`src/verilog/dct_pkg.sv`:
```
// Package: shared constants and types for the command timing link
package dct_pkg;

   // ---------------------------------------------------------------
   // Clock and time conversion
   // ---------------------------------------------------------------
   localparam int CLK_PERIOD_NS = 50;

   // ---------------------------------------------------------------
   // Command encoding on the link
   // ---------------------------------------------------------------
   typedef enum logic [2:0]
   {
      DCT_CMD_NOP,
      DCT_CMD_ACT,
      DCT_CMD_RD,
      DCT_CMD_WR,
      DCT_CMD_PRE,
      DCT_CMD_MRS,
      DCT_CMD_REF
   } dct_cmd_t;

   // ---------------------------------------------------------------
   // Mode register layout
   // ---------------------------------------------------------------
   localparam int          MR_W            = 13;
   localparam int          MR_STROBE_BIT   = 10;
   localparam int          MR_PDEXIT_BIT   = 12;
   localparam int          MR_AL_LSB       = 3;
   localparam int          MR_AL_W         = 3;
   localparam logic [12:0] MR_RESET        = 13'h0000;

   // ---------------------------------------------------------------
   // Cycle figures
   // ---------------------------------------------------------------
   localparam int CKE_REG_EDGES     = 3;
   localparam int CKE_HOLD_CLKS     = 2;
   localparam int WTR_CLKS          = 2;
   localparam int FAST_PDX_RD_CLKS  = 2;
   localparam int SLOW_PDX_RD_BASE  = 8;
   localparam int MRD_CLKS          = 2;
   localparam int ODT_ON_CLKS       = 2;
   localparam int ODT_OFF_CLKS      = 2;
   localparam int CNT_W             = 8;

   // Round a nanosecond figure up to whole cycles, never below one
   function automatic int ns_to_clk(input int ns);
      int c;
      c = (ns + CLK_PERIOD_NS - 1) / CLK_PERIOD_NS;
      return (c < 1) ? 1 : c;
   endfunction : ns_to_clk

   localparam int RTP_NS   = 8;
   localparam int RAS_NS   = 45;
   localparam int RTP_CLKS = ns_to_clk(RTP_NS);
   localparam int RAS_CLKS = ns_to_clk(RAS_NS);

endpackage : dct_pkg
```
`src/verilog/dct_if.sv`:
```
// Interface: command link between controller and memory device
`timescale 1ns/10ps
`default_nettype none
interface dct_if;
   import dct_pkg::*;
   dct_cmd_t          cmd;
   logic              cke;
   logic              odt;
   logic [12:0]       addr;
   logic              wr_data_last;
   logic              strobe_diff;
   logic              odt_on;
   logic              odt_off_pend;

   modport ctrl (output cmd, output cke, output odt, output addr, output wr_data_last);
   modport dev  (input cmd, input cke, input odt, input addr, input wr_data_last,
                 output strobe_diff, output odt_on, output odt_off_pend);
endinterface : dct_if
`default_nettype wire

```
`src/verilog/dct_ctrl.sv`:
```
// Controller end: per-constraint counters gating each command
`timescale 1ns/10ps
`default_nettype none
module dct_ctrl
   import dct_pkg::*;
#(
   parameter int BURST_LENGTH = 4
)
(
   // Clock and reset
   input  wire logic         clk_i,
   input  wire logic         sys_rst_i,
   // User request
   input  wire logic         req_valid_i,
   input  wire dct_cmd_t     req_cmd_i,
   input  wire logic [12:0]  req_addr_i,
   input  wire logic         req_cke_i,
   input  wire logic         req_odt_i,
   input  wire logic         req_wr_last_i,
   output logic              req_ready_o,
   // Link
   dct_if.ctrl               lnk
);

   // ---------------------------------------------------------------
   // State
   // ---------------------------------------------------------------
   // Spacing counters count down to zero; zero means the gap is met
   logic [CNT_W-1:0]   rtp_q, rtp_d;
   logic [CNT_W-1:0]   ras_q, ras_d;
   logic [CNT_W-1:0]   wtr_q, wtr_d;
   logic [CNT_W-1:0]   mrd_q, mrd_d;
   logic [CNT_W-1:0]   cke_q, cke_d;
   logic [CNT_W-1:0]   pdx_q, pdx_d;
   logic               ready_q, ready_d;
   // Shadow of the mode fields that the spacing depends on
   logic [MR_AL_W-1:0] al_q, al_d;
   logic               slow_q, slow_d;
   // Registered link drive
   dct_cmd_t           cmd_q, cmd_d;
   logic               cke_o_q, cke_o_d;
   logic               odt_q, odt_d;
   logic               wl_q, wl_d;
   logic [MR_W-1:0]    addr_q, addr_d;
   // Acceptance of the offered request in this cycle
   logic               ok;
   logic               take;
   logic               cke_chg;

   // Count down, holding at zero
   function automatic logic [CNT_W-1:0] dec(input logic [CNT_W-1:0] v);
      return (v == '0) ? v : v - 1'b1;
   endfunction : dec

   // ---------------------------------------------------------------
   // Acceptance
   // ---------------------------------------------------------------
   // A request is taken only when every counter for its command is zero
   always_comb
   begin
      cke_chg = (req_cke_i != cke_o_q);
      case (req_cmd_i)
         DCT_CMD_PRE: ok = (rtp_q == '0) && (ras_q == '0);
         DCT_CMD_RD:  ok = (wtr_q == '0) && (pdx_q == '0);
         DCT_CMD_MRS: ok = (mrd_q == '0);
         default:     ok = 1'b1;
      endcase
      // Frequency changes and refresh upkeep are left to the user side
      if (cke_chg)
         ok = ok && (cke_q == '0) && (req_cmd_i == DCT_CMD_NOP);
      // Nothing but NOP while the device sits in power-down
      if (!cke_o_q && !cke_chg && req_cmd_i != DCT_CMD_NOP)
         ok = 1'b0;
      // The device drops commands until it has registered the new level
      if (cke_q > CNT_W'(CKE_HOLD_CLKS) && req_cmd_i != DCT_CMD_NOP)
         ok = 1'b0;
      take = req_valid_i && ok;
   end

   // ---------------------------------------------------------------
   // Spacing counters
   // ---------------------------------------------------------------
   // Loaded on the taking edge so each count starts with its command
   always_comb
   begin
      rtp_d = dec(rtp_q);
      ras_d = dec(ras_q);
      wtr_d = dec(wtr_q);
      mrd_d = dec(mrd_q);
      cke_d = dec(cke_q);
      pdx_d = dec(pdx_q);
      if (take && cke_chg)
      begin
         cke_d = CNT_W'(CKE_REG_EDGES + CKE_HOLD_CLKS);
         // Leaving power-down: a read waits for the chosen exit delay
         if (req_cke_i)
            pdx_d = slow_q
               ? CNT_W'(SLOW_PDX_RD_BASE + CKE_REG_EDGES) - CNT_W'(al_q)
               : CNT_W'(FAST_PDX_RD_CLKS + CKE_REG_EDGES);
      end
      if (take)
      begin
         case (req_cmd_i)
            DCT_CMD_ACT: ras_d = CNT_W'(RAS_CLKS);
            DCT_CMD_RD:  rtp_d = CNT_W'(al_q) + CNT_W'(BURST_LENGTH / 2)
                                 + CNT_W'(RTP_CLKS);
            DCT_CMD_MRS: mrd_d = CNT_W'(MRD_CLKS);
            default:     ;
         endcase
      end
      // One extra count covers the marker's trip through the link flop
      if (req_wr_last_i)
         wtr_d = CNT_W'(WTR_CLKS + 1);
      // Hint mirrors the clock enable and mode set counters as they will stand after this edge
      ready_d = (cke_d == '0) && (mrd_d == '0);
   end

   // Counters clear in reset so the first request is not held off
   always_ff @(posedge clk_i)
   begin
      if (sys_rst_i)
      begin
         rtp_q   <= '0;
         ras_q   <= '0;
         wtr_q   <= '0;
         mrd_q   <= '0;
         cke_q   <= '0;
         pdx_q   <= '0;
         ready_q <= 1'b0;
      end
      else
      begin
         rtp_q   <= rtp_d;
         ras_q   <= ras_d;
         wtr_q   <= wtr_d;
         mrd_q   <= mrd_d;
         cke_q   <= cke_d;
         pdx_q   <= pdx_d;
         ready_q <= ready_d;
      end
   end

   // ---------------------------------------------------------------
   // Mode shadow
   // ---------------------------------------------------------------
   // Keep the latency and exit speed that the device was last given
   always_comb
   begin
      al_d   = al_q;
      slow_d = slow_q;
      if (take && req_cmd_i == DCT_CMD_MRS)
      begin
         al_d   = req_addr_i[MR_AL_LSB +: MR_AL_W];
         slow_d = req_addr_i[MR_PDEXIT_BIT];
      end
   end

   // Shadow starts where the device's mode register starts
   always_ff @(posedge clk_i)
   begin
      if (sys_rst_i)
      begin
         al_q   <= MR_RESET[MR_AL_LSB +: MR_AL_W];
         slow_q <= MR_RESET[MR_PDEXIT_BIT];
      end
      else
      begin
         al_q   <= al_d;
         slow_q <= slow_d;
      end
   end

   // ---------------------------------------------------------------
   // Link drive
   // ---------------------------------------------------------------
   // A command stands one cycle; levels stand until changed
   always_comb
   begin
      cmd_d   = DCT_CMD_NOP;
      cke_o_d = cke_o_q;
      odt_d   = req_odt_i;
      wl_d    = req_wr_last_i;
      addr_d  = addr_q;
      if (take)
      begin
         cmd_d  = req_cmd_i;
         addr_d = req_addr_i;
         if (cke_chg)
            cke_o_d = req_cke_i;
      end
   end

   // Link idles with clock enable low and no command
   always_ff @(posedge clk_i)
   begin
      if (sys_rst_i)
      begin
         cmd_q   <= DCT_CMD_NOP;
         cke_o_q <= 1'b0;
         odt_q   <= 1'b0;
         addr_q  <= '0;
         wl_q    <= 1'b0;
      end
      else
      begin
         cmd_q   <= cmd_d;
         cke_o_q <= cke_o_d;
         odt_q   <= odt_d;
         addr_q  <= addr_d;
         wl_q    <= wl_d;
      end
   end

   // ---------------------------------------------------------------
   // Outputs
   // ---------------------------------------------------------------
   // Link and ready straight from flops
   assign lnk.cmd          = cmd_q;
   assign lnk.cke          = cke_o_q;
   assign lnk.odt          = odt_q;
   assign lnk.addr         = addr_q;
   assign lnk.wr_data_last = wl_q;
   assign req_ready_o      = ready_q;

endmodule : dct_ctrl
`default_nettype wire

```
`src/flat_wrapper.sv`:
```
// flat-port wrapper written by rule: the top's interface ports become plain ports
module dct_ctrl_flat import dct_pkg::*;
#(
   parameter int BURST_LENGTH = 4
)
  (clk_i, sys_rst_i, req_valid_i, req_cmd_i, req_addr_i, req_cke_i, req_odt_i, req_wr_last_i, req_ready_o, lnk_cmd, lnk_cke, lnk_odt, lnk_addr, lnk_wr_data_last);
  dct_if lnk_i ();
  input  wire logic clk_i;
  input  wire logic sys_rst_i;
  input  wire logic req_valid_i;
  input  wire dct_cmd_t req_cmd_i;
  input  wire logic [12:0] req_addr_i;
  input  wire logic req_cke_i;
  input  wire logic req_odt_i;
  input  wire logic req_wr_last_i;
  output logic req_ready_o;
  output wire logic [$bits(lnk_i.cmd)-1:0] lnk_cmd;
  output wire logic [$bits(lnk_i.cke)-1:0] lnk_cke;
  output wire logic [$bits(lnk_i.odt)-1:0] lnk_odt;
  output wire logic [$bits(lnk_i.addr)-1:0] lnk_addr;
  output wire logic [$bits(lnk_i.wr_data_last)-1:0] lnk_wr_data_last;
  assign lnk_cmd = lnk_i.cmd;
  assign lnk_cke = lnk_i.cke;
  assign lnk_odt = lnk_i.odt;
  assign lnk_addr = lnk_i.addr;
  assign lnk_wr_data_last = lnk_i.wr_data_last;
  dct_ctrl #(.BURST_LENGTH(BURST_LENGTH)) u_core (.clk_i(clk_i), .sys_rst_i(sys_rst_i), .req_valid_i(req_valid_i), .req_cmd_i(req_cmd_i), .req_addr_i(req_addr_i), .req_cke_i(req_cke_i), .req_odt_i(req_odt_i), .req_wr_last_i(req_wr_last_i), .req_ready_o(req_ready_o), .lnk(lnk_i));
endmodule
```
`config.mk`:
```
export PLATFORM = sky130hd
export DESIGN_NAME = dct_ctrl_flat
export DESIGN_NICKNAME = d
export VERILOG_FILES = /design/src/verilog/dct_pkg.sv /design/src/verilog/dct_if.sv /design/src/verilog/dct_ctrl.sv /design/src/flat_wrapper.sv
export SDC_FILE = /design/constraint.sdc
export NUM_CORES = 1
export LEC_CHECK = 0
export BUFFER_PORTS_ARGS = -buffer_cell sky130_fd_sc_hd__buf_2
export CORE_MARGIN = 3
export CORE_UTILIZATION = 45
export DETAILED_ROUTE_END_ITERATION = 16
export RECOVER_POWER = 50
export SETUP_SLACK_MARGIN = 0.02
export SLEW_MARGIN = 5
export SYNTH_ARGS = -nofsm -noshare
export SYNTH_HDL_FRONTEND = slang
export SYNTH_SLANG_ARGS = --single-unit
```
`constraint.sdc`:
```
create_clock -name clk_i -period 2.65 [get_ports clk_i]
set_input_delay 0.3975 -clock clk_i [delete_from_list [all_inputs] [get_ports clk_i]]
set_output_delay 0.3975 -clock clk_i [all_outputs]
set_load 0.05 [all_outputs]
```
# Yosys cells after proc, flatten, opt, wreduce, memory -nomap -nowiden
# Index checks and enable logic that the tools add are counted.
[totals] register_bits=72 inputBits=22 output_inout_bits=20 elab_cells=79
[op_classes] n_addsub=9 magnitude_cmp=1 eq_ne=6 n_mux=21 n_bitwise=1 n_reduce_logical=26
[ops] cell="$mux 8" count=15
[ops] cell="$logic_not 8->1" count=8
[ops] cell="$sub 8x1->8 const B" count=6
[ops] cell="$logic_and 1x1->1" count=11
[ops] cell="$add 8x1->8 const B" count=1
[ops] cell="$gt 8x2->1 const B" count=1
[ops] cell="$eq 3x3->1 const B" count=2
[ops] cell="$sub 4x3->5 const A" count=1
[ops] cell="$add 3x2->4 const B" count=1
[ops] cell="$mux 2" count=2
[ops] cell="$reduce_or 2->1" count=2
[ops] cell="$eq 3x1->1 const B" count=1
[ops] cell="$eq 3x2->1 const B" count=1
[ops] cell="$logic_not 3->1" count=1
[ops] cell="$mux 1" count=3
[ops] cell="$pmux 1 s3" count=1
[ops] cell="$reduce_bool 3->1" count=1
[ops] cell="$logic_not 1->1" count=2
[ops] cell="$ne 2x2->1 const B" count=1
[ops] cell="$reduce_and 2->1" count=1
[ops] cell="$ne 1x1->1" count=1
[ops] cell="$not 1->1" count=1

# Longest topological paths before layout
# Gate-level depths: netlist of run 1.
[depth] word_depth=13 depth_mapped=10 depth_no_buf=8

# Least setup slack after synthesis of run 1
# No wires, ideal clock.
[synth_timing] path_type="reg2reg" startpoint="register u_core.cke_o_q (netlist: u_core.lnk.cke)" endpoint="register u_core.rtp_q[0]" setup_ps=65 t_arrival_ps=2383 required_ps=2585 slack_ps=202 path_stages_with_launch=9 path_buffers=1 synth_period_minus_slack_ps=2448 cell_sequence="dfxtp_1 inv_1 ha_1 nor4b_1 o2111a_1 and4_1 buf_2 mux2_2 nor2_1"
[synth_via] elab_chain_cells=8 elab_cells_between_ends=10 cone_classes="eq/ne (1); mux (4); reduce/logical (5)"
[synth_rtl] element="start: declaration" line_no="dct_ctrl.sv:41" source="logic cke_o_q, cke_o_d;"
[synth_rtl] element="start signal: assignment" line_no="dct_ctrl.sv:207" source="cke_o_q <= cke_o_d;"
[synth_rtl] element="$ne 1x1->1" line_no="dct_ctrl.sv:61" source="cke_chg = (req_cke_i != cke_o_q);"
[synth_rtl] element="$logic_not 1->1" line_no="dct_ctrl.sv:72" source="if (!cke_o_q && !cke_chg && req_cmd_i != DCT_CMD_NOP)"
[synth_rtl] element="$logic_and 1x1->1 (2 in series)" line_no="dct_ctrl.sv:72"
[synth_rtl] element="$mux 1 (*)" line_no="dct_ctrl.sv:72"
[synth_rtl] element="$mux 1 (*)" line_no="dct_ctrl.sv:75" source="if (cke_q > CNT_W'(CKE_HOLD_CLKS) && req_cmd_i != DCT_CMD_NOP)"
[synth_rtl] element="$logic_and 1x1->1 (*)" line_no="dct_ctrl.sv:77" source="take = req_valid_i && ok;"
[synth_rtl] element="$mux 8 (*)" line_no="dct_ctrl.sv:101" source="if (take)"
[synth_rtl] element="end signal: assignment" line_no="dct_ctrl.sv:133" source="rtp_q <= rtp_d;"
[synth_rtl] element="end: declaration" line_no="dct_ctrl.sv:29" source="logic [CNT_W-1:0] rtp_q, rtp_d;"
# Every way passes the cells marked *; elsewhere a longest branch is shown, timed or not.
# A chain may end at the register's enable or synchronous reset.

# Worst setup path after layout of run 1
[layout_timing] startpoint="register u_core.cke_q[0]" endpoint="register u_core.ready_q (netlist: u_core.req_ready_o)"
[layout_via] elab_chain_cells=11 elab_cells_between_ends=17 cone_classes="add/sub (1); order compare (1); mux (6); reduce/logical (9)"
[layout_rtl] element="start: declaration" line_no="dct_ctrl.sv:33" source="logic [CNT_W-1:0] cke_q, cke_d;"
[layout_rtl] element="start signal: assignment" line_no="dct_ctrl.sv:137" source="cke_q <= cke_d;"
[layout_rtl] element="parallel branches: the longest is 10 deep, another holds $gt 8x2->1"
[layout_rtl] element="$logic_and 1x1->1 (*)" line_no="dct_ctrl.sv:115" source="ready_d = (cke_d == '0) && (mrd_d == '0);"
[layout_rtl] element="end signal: assignment" line_no="dct_ctrl.sv:139" source="ready_q <= ready_d;"
[layout_rtl] element="end: declaration" line_no="dct_ctrl.sv:35" source="logic ready_q, ready_d;"
# Mark *: on every way between the ends.

==> results.py, run 1 <==
metrics = {
    "worst_setup_path": {
        "critical_path_required_ps": 2940,
        "cp-start-kind": "flop",
        "path_class": "flop to flop",
        "end_kind": "flop",
        "cp_max_fo": 8,
        "critical_path_arrival_ps": 2690,
    },
    "flow_run": {
        "cap_violations": 0,
    },
    "sta": {
        "setup_slack_ps": 254,
        "fin_skew_ps": 7.93,
        "fin_crit_sh": 0.904,
        "max_freq_mhz": 417,
        "fin_crit_ps": 2400,
        "timing.final.hold_violations": 0,
        "holdWs_ps": 273,
        "finalSetupViolations": 0,
        "drv_slew": 0,
        "rsz0062_at_grt": "no",
        "setup_tns_ps": 0,
        "max-slew-margin-rel": 0.539,
        "worst_pin_slew_ps": 685,
    },
    "clock_network": {
        "root_buffer": "clkbuf_8",
        "htree_num_levels": 3,
        "numCtsBuffers": 9,
        "path_clk_slew_ps": 80,
        "cts_max_path_buffers": 2,
        "clk_latency_ps": 350,
        "cts_tree": "done",
        "clock-sinks": 72,
    },
    "drt": {
        "drc": 0,
        "routedWlPerCell_um": 12.8,
        "drt_iter0_drc": 94,
        "drt_first_pass_iters": 4,
        "via_count": 2896,
        "routed_via_density": 5.13,
        "routed_wl_um": 7250,
        "ant_nets": 0,
    },
    "global_route": {
        "grt_pass1_wl_um": 12500,
        "track_usage": 0.175,
        "grt_max_degree": 26,
        "grt_pass1_vias": 2770,
        "grt_antenna_before_repair": 0,
        "gr-total-overflow": 0,
    },
    "final_layout": {
        "area_delta_synth_final_pct": 13.7,
        "stdcell_area_um2": 4030,
        "final_cell_mix": "dfxtp_1 (72), nand2_1 (60), nor2_1 (52), a21oi_1 (22)",
        "final_core_util": 0.541,
        "layout_commonest_cell": "dfxtp_1",
        "diodes": 0,
        "drive_gt1_frac": 0.114,
        "fin_cells": 564,
        "nNetsFinal": 495,
    },
    "placement": {
        "place_congestion": 0.839,
        "place_inst": 548,
        "dp_slack_ps": 222,
        "placement.io_buffers": 41,
        "hpwl_um": 5330,
        "place_area_um2": 3850,
    },
    "synth": {
        "yosysSeqAreaShare": 0.407,
        "syn_inst": 413,
        "syn_area_um2": 3540,
        "synth_fp_nets": 448,
        "synthArstFlopShare": 0,
        "netlist.area_leader.share": 0.407,
        "synth_seq_cells": 72,
        "yosys-top-cells-area": "dfxtp_1 (41%), nand2_1 (6.3%), nor2_1 (5.5%), xnor2_1 (5.2%), mux2i_1 (5.1%)",
        "yosysTopAreaCell": "dfxtp_1",
        "synth-edff-count": 0,
        "yosys_warnings": 0,
        "yosysUniqueCellTypes": 50,
        "dominantRegCellSynth": "dfxtp_1",
        "syn_area_per_cell_um2": 8.58,
    },
    "pwr": {
        "p_leak_nw": 1.63,
        "ir_drop_mv": 0.530,
        "power_density_nw_per_um2": 1180,
        "power_mw": 4.76,
    },
    "floorplanning": {
        "core-area_um2": 7450,
        "die_h_um": 94.7,
        "start_util": 0.476,
        "num_rows": 31,
        "pin_count": 42,
        "die_area_um2": 8970,
        "fp.dieW_um": 94.7,
    },
    "status": {
        "outcome": "finished clean",
    },
    "worst_hold_path": {
        "hp-class": "input pin to flop",
    },
}
==> final cells by class <==
type                            instances  area (um^2)
Sequential cell                        72         1440
Multi-Input combinational cell        311         1930
Fill cell                             739         3420
Inverter                               18         67.6
Timing Repair Buffer                   48          244
Clock inverter                          7         95.1
Tap cell                               99          124
Clock buffer                            9          124
==> routing by layer <==
metal,global-route usage,routed length [um],vias to the layer above
li1,-,-,1515
met1,0.229,3580,1318
met2,0.280,3260,53
met3,0.0454,292,10
met4,0.0601,113,0
met5,0,0,-
==> registers in the layout (all words and copies together), names as in the netlist <==
| name | count |
|---|---|
| u_core.lnk.addr | 13 |
| u_core.cke_q | 8 |
| u_core.mrd_q | 8 |
| u_core.pdx_q | 8 |
| u_core.ras_q | 8 |
| u_core.rtp_q | 8 |
| u_core.wtr_q | 8 |
| u_core.al_q | 3 |
| u_core.lnk.cmd | 3 |
| u_core.lnk.cke | 1 |
| u_core.lnk.odt | 1 |
| u_core.lnk.wr_data_last | 1 |
| u_core.req_ready_o | 1 |
| u_core.slow_q | 1 |
==> path summary, 6_finish.rpt <==
kind / slack [ps] / cells after the start / end / start
worst max-delay path: 250 / 9 / u_core.req_ready_o / u_core.cke_q[0]
worst min-delay path: 270 / 2 / u_core.lnk.odt / req_odt_i
worst max register to register: 250 / 9 / u_core.req_ready_o / u_core.cke_q[0]
worst min register to register: 460 / 2 / u_core.lnk.addr[12] / u_core.lnk.addr[12]
==> critical path, cell delays in order, from the launching register on <==
cell       delay, ps
dfxtp_1          400
inv_1            110
ha_1             250
nor2b_1          180
nand3_1          250
nand2_1           90
a21o_1           210
and2_1           180
a2111oi_1        480
buf_4            190
==> cell usage after synthesis (all sizes together) (4+ instances only) <==
| cell type | n |
|---|---|
| dfxtp | 72 |
| nand2 | 60 |
| nor2 | 52 |
| a21oi | 22 |
| xnor2 | 21 |
| nor3 | 19 |
| inv | 18 |
| mux2i | 18 |
| ha | 13 |
| nand3 | 13 |
| nor4 | 11 |
| xor2 | 11 |
| nor3b | 7 |
| a31o | 6 |
| and3 | 6 |
| buf | 6 |
| o21ai | 6 |
| clkbuf | 5 |
| nand4 | 5 |
| nor2b | 5 |
| or3 | 4 |
==> power breakdown <==
group	total [mW]	switching (mW)	internal [mW]	leakage [nW]
Sequential	1.66	0.287	1.37	0.590
Combinational	2.14	1.20	0.943	0.930
Clock	0.958	0.427	0.531	0.110
==> kinds of logic (layout without fill, tap and decap cells) <==
| family | count (synthesis) | count (layout) | synth area share |
|---|---|---|---|
| AOI/OAI and AO/OA | 50 | 50 | 0.0925 |
| adders and majority gates | 13 | 13 | 0.0459 |
| buffers and inverters | 30 | 82 | 0.0431 |
| and+or+nand+nor | 197 | 197 | 0.278 |
| muxes | 19 | 19 | 0.0540 |
| DFF | 72 | 72 | 0.407 |
| xor gates and xnor gates | 32 | 32 | 0.0791 |
==> timing repair <==
item | in CTS | in global routing
setup endpoints to repair | 0 | 1
resized for setup | 0 | 1
buffers inserted | 0 | 0
hold buffers | 0 | 0
No activity file was read; power rests on OpenSTA's default activity.
==> inputs of run 2 (changes only) <==
--- a/config.mk
+++ b/config.mk
@@ -6,9 +6,13 @@
 export NUM_CORES = 1
 export LEC_CHECK = 0
 export BUFFER_PORTS_ARGS = -buffer_cell sky130_fd_sc_hd__buf_2
+export CAP_MARGIN = 0
+export CELL_PAD_IN_SITES_DETAIL_PLACEMENT = 1
+export CELL_PAD_IN_SITES_GLOBAL_PLACEMENT = 2
 export CORE_MARGIN = 3
-export CORE_UTILIZATION = 45
+export CORE_UTILIZATION = 35
 export DETAILED_ROUTE_END_ITERATION = 16
+export PLACE_DENSITY_LB_ADDON = 0.1
 export RECOVER_POWER = 50
 export SETUP_SLACK_MARGIN = 0.02
 export SLEW_MARGIN = 5
==> run 2 against run 1 <==
Effect of this change: clock skew is 2.7 ps higher; worst hold slack worse by 13 ps; setup slack better by 54 ps; register-to-register slack better by 50 ps; critical path depth stayed put; via count is 1.8% higher; fmax is 2.3% higher; largest cell class unchanged.
==> results.py, run 2 (synthesis gave the netlist of run 1 again) <==
metrics = {
    "drt": {
        "drt_first_pass_iters": 4,
        "via_count": 2949,
        "ant_nets": 0,
        "drc": 0,
        "routedWlPerCell_um": 14.3,
        "routed_wl_um": 8570,
        "drt_iter0_drc": 72,
        "routed_via_density": 4.92,
    },
    "worst_setup_path": {
        "r2r_end": "u_core.lnk.addr[4]",
        "crit_start": "u_core.mrd_q[0]",
        "end_kind": "flop",
        "crit_family": "simple AND/OR/NAND/NOR gates",
        "critical_path_arrival_ps": 2610,
        "critical_path_required_ps": 2920,
        "endpoint": "u_core.lnk.addr[4]",
        "slowest_stage": "dfxtp_1",
        "crit_chain": "inv_1 -> ha_1 -> nor3b_1 -> and2_0 -> a21oi_1 -> o21bai_2 -> and2_1 -> buf_12 -> mux2i_1",
        "reg2reg_depth": 9,
        "critPathBufInv": 2,
        "cp_max_fo": 17,
        "r2r_start": "u_core.mrd_q[0]",
        "r2r_setup_slack_ps": 310,
        "cp.depth": 9,
        "cp-start-kind": "flop",
        "crit_path_max_incr_delay_ps": 350,
        "path_class": "flop to flop",
    },
    "final_layout": {
        "final_cell_mix": "dfxtp_1 (72), nand2_1 (60), nor2_1 (52), clkbuf_1 (23), a21oi_1 (22)",
        "layout_commonest_cell": "dfxtp_1",
        "fin_cells": 599,
        "diodes": 0,
        "nNetsFinal": 496,
        "largest_register_ffs": 13,
        "fillerInstances": 1228,
        "drive_gt1_frac": 0.114,
        "area_delta_synth_final_pct": 15.2,
    },
    "clock_network": {
        "numCtsBuffers": 9,
        "path_clk_slew_ps": 80,
        "hold_buffers": 0,
        "htree_num_levels": 3,
        "cts_max_path_buffers": 2,
        "clk_latency_ps": 340,
        "cts_tree": "done",
        "root_buffer": "clkbuf_8",
        "clock-sinks": 72,
    },
    "placement": {
        "place_inst": 583,
        "placement.io_buffers": 41,
        "hpwl_um": 6480,
        "place_congestion": 0.764,
    },
    "floorplanning": {
        "die_area_um2": 11400,
        "die_h_um": 107,
        "start_util": 0.361,
        "num_rows": 36,
        "fp.dieW_um": 107,
        "pin_count": 42,
        "core-area_um2": 9820,
    },
    "sta": {
        "max-slew-margin-rel": 0.506,
        "drv_slew": 0,
        "finalSetupViolations": 0,
        "fin_crit_sh": 0.884,
        "rsz0062_at_grt": "no",
        "worst_pin_slew_ps": 742,
        "fin_skew_ps": 10.6,
        "max_freq_mhz": 427,
        "timing.final.hold_violations": 0,
        "fin_crit_ps": 2340,
        "holdWs_ps": 260,
        "setup_tns_ps": 0,
    },
    "status": {
        "outcome": "finished clean",
    },
    "pwr": {
        "p_leak_nw": 1.63,
        "ir_drop_mv": 0.470,
        "power_mw": 4.78,
        "power_density_nw_per_um2": 1170,
    },
    "global_route": {
        "grt_pass1_vias": 3072,
        "track_usage": 0.162,
        "gr-total-overflow": 0,
        "grt_max_degree": 28,
        "grt_pass1_wl_um": 14900,
        "grt_antenna_before_repair": 0,
    },
    "flow_run": {
        "cap_violations": 0,
    },
    "worst_hold_path": {
        "hp-class": "input pin to flop",
    },
}
-- run 2: timing repair --
item                       in CTS  in global routing
buffers inserted                0                  0
resized for setup               0                  1
setup endpoints to repair       0                  1
-- run 2: report_power, final --
group	internal, mW	total, mW	leakage (nW)	switching, mW
Clock	0.460	0.885	0.0993	0.425
Sequential	1.37	1.68	0.590	0.306
Combinational	0.973	2.21	0.940	1.24
Total	2.81	4.78	1.63	1.97
-- run 2: layout make-up --
| class | instances | area [um^2] | share of cell area |
|---|---|---|---|
| multi-input combinational | 311 | 1950 | 0.477 |
| sequential | 72 | 1440 | 0.353 |
| inverter | 18 | 67.6 | 0.0166 |
| clock inverter | 5 | 56.3 | 0.0138 |
| timing repair buffer | 49 | 260 | 0.0638 |
| tap | 133 | 166 | 0.0408 |
| clock buffer | 11 | 141 | 0.0347 |
-- run 2: metrics by stage --
| step | utilization | cell area [um^2] | setup WS [ps] |
|---|---|---|---|
| after floorplan | - | 3540 | 202 |
| after global placement | 0.399 | 3910 | 268 |
| after detailed placement | 0.399 | 3910 | 218 |
| after CTS | 0.419 | 4110 | 246 |
| after global routing | 0.416 | 4080 | 23.7 |
| final | 0.416 | 4080 | 308 |
-- run 2: worst min path at each step --
| stage | start | endpoint | slack [ps] | depth (start not counted) |
|---|---|---|---|---|
| after floorplan | u_core.ras_q[3] | u_core.ras_q[3] | 450 | 2 |
| after global placement | u_core.lnk.addr[9] | u_core.lnk.addr[9] | 440 | 2 |
| after detailed placement | u_core.lnk.addr[10] | u_core.lnk.addr[10] | 450 | 2 |
| after CTS | req_odt_i | u_core.lnk.odt | 240 | 2 |
| after global routing | req_odt_i | u_core.lnk.odt | 250 | 2 |
| final | req_odt_i | u_core.lnk.odt | 260 | 2 |
-- run 2: per-layer routing --
metal  GRT usage  wire, um  up-vias
li1            -         -     1514
met1       0.213      4200     1393
met2       0.268      3990       37
met3      0.0349       307        5
met4      0.0484        72        0
met5           0         0        -
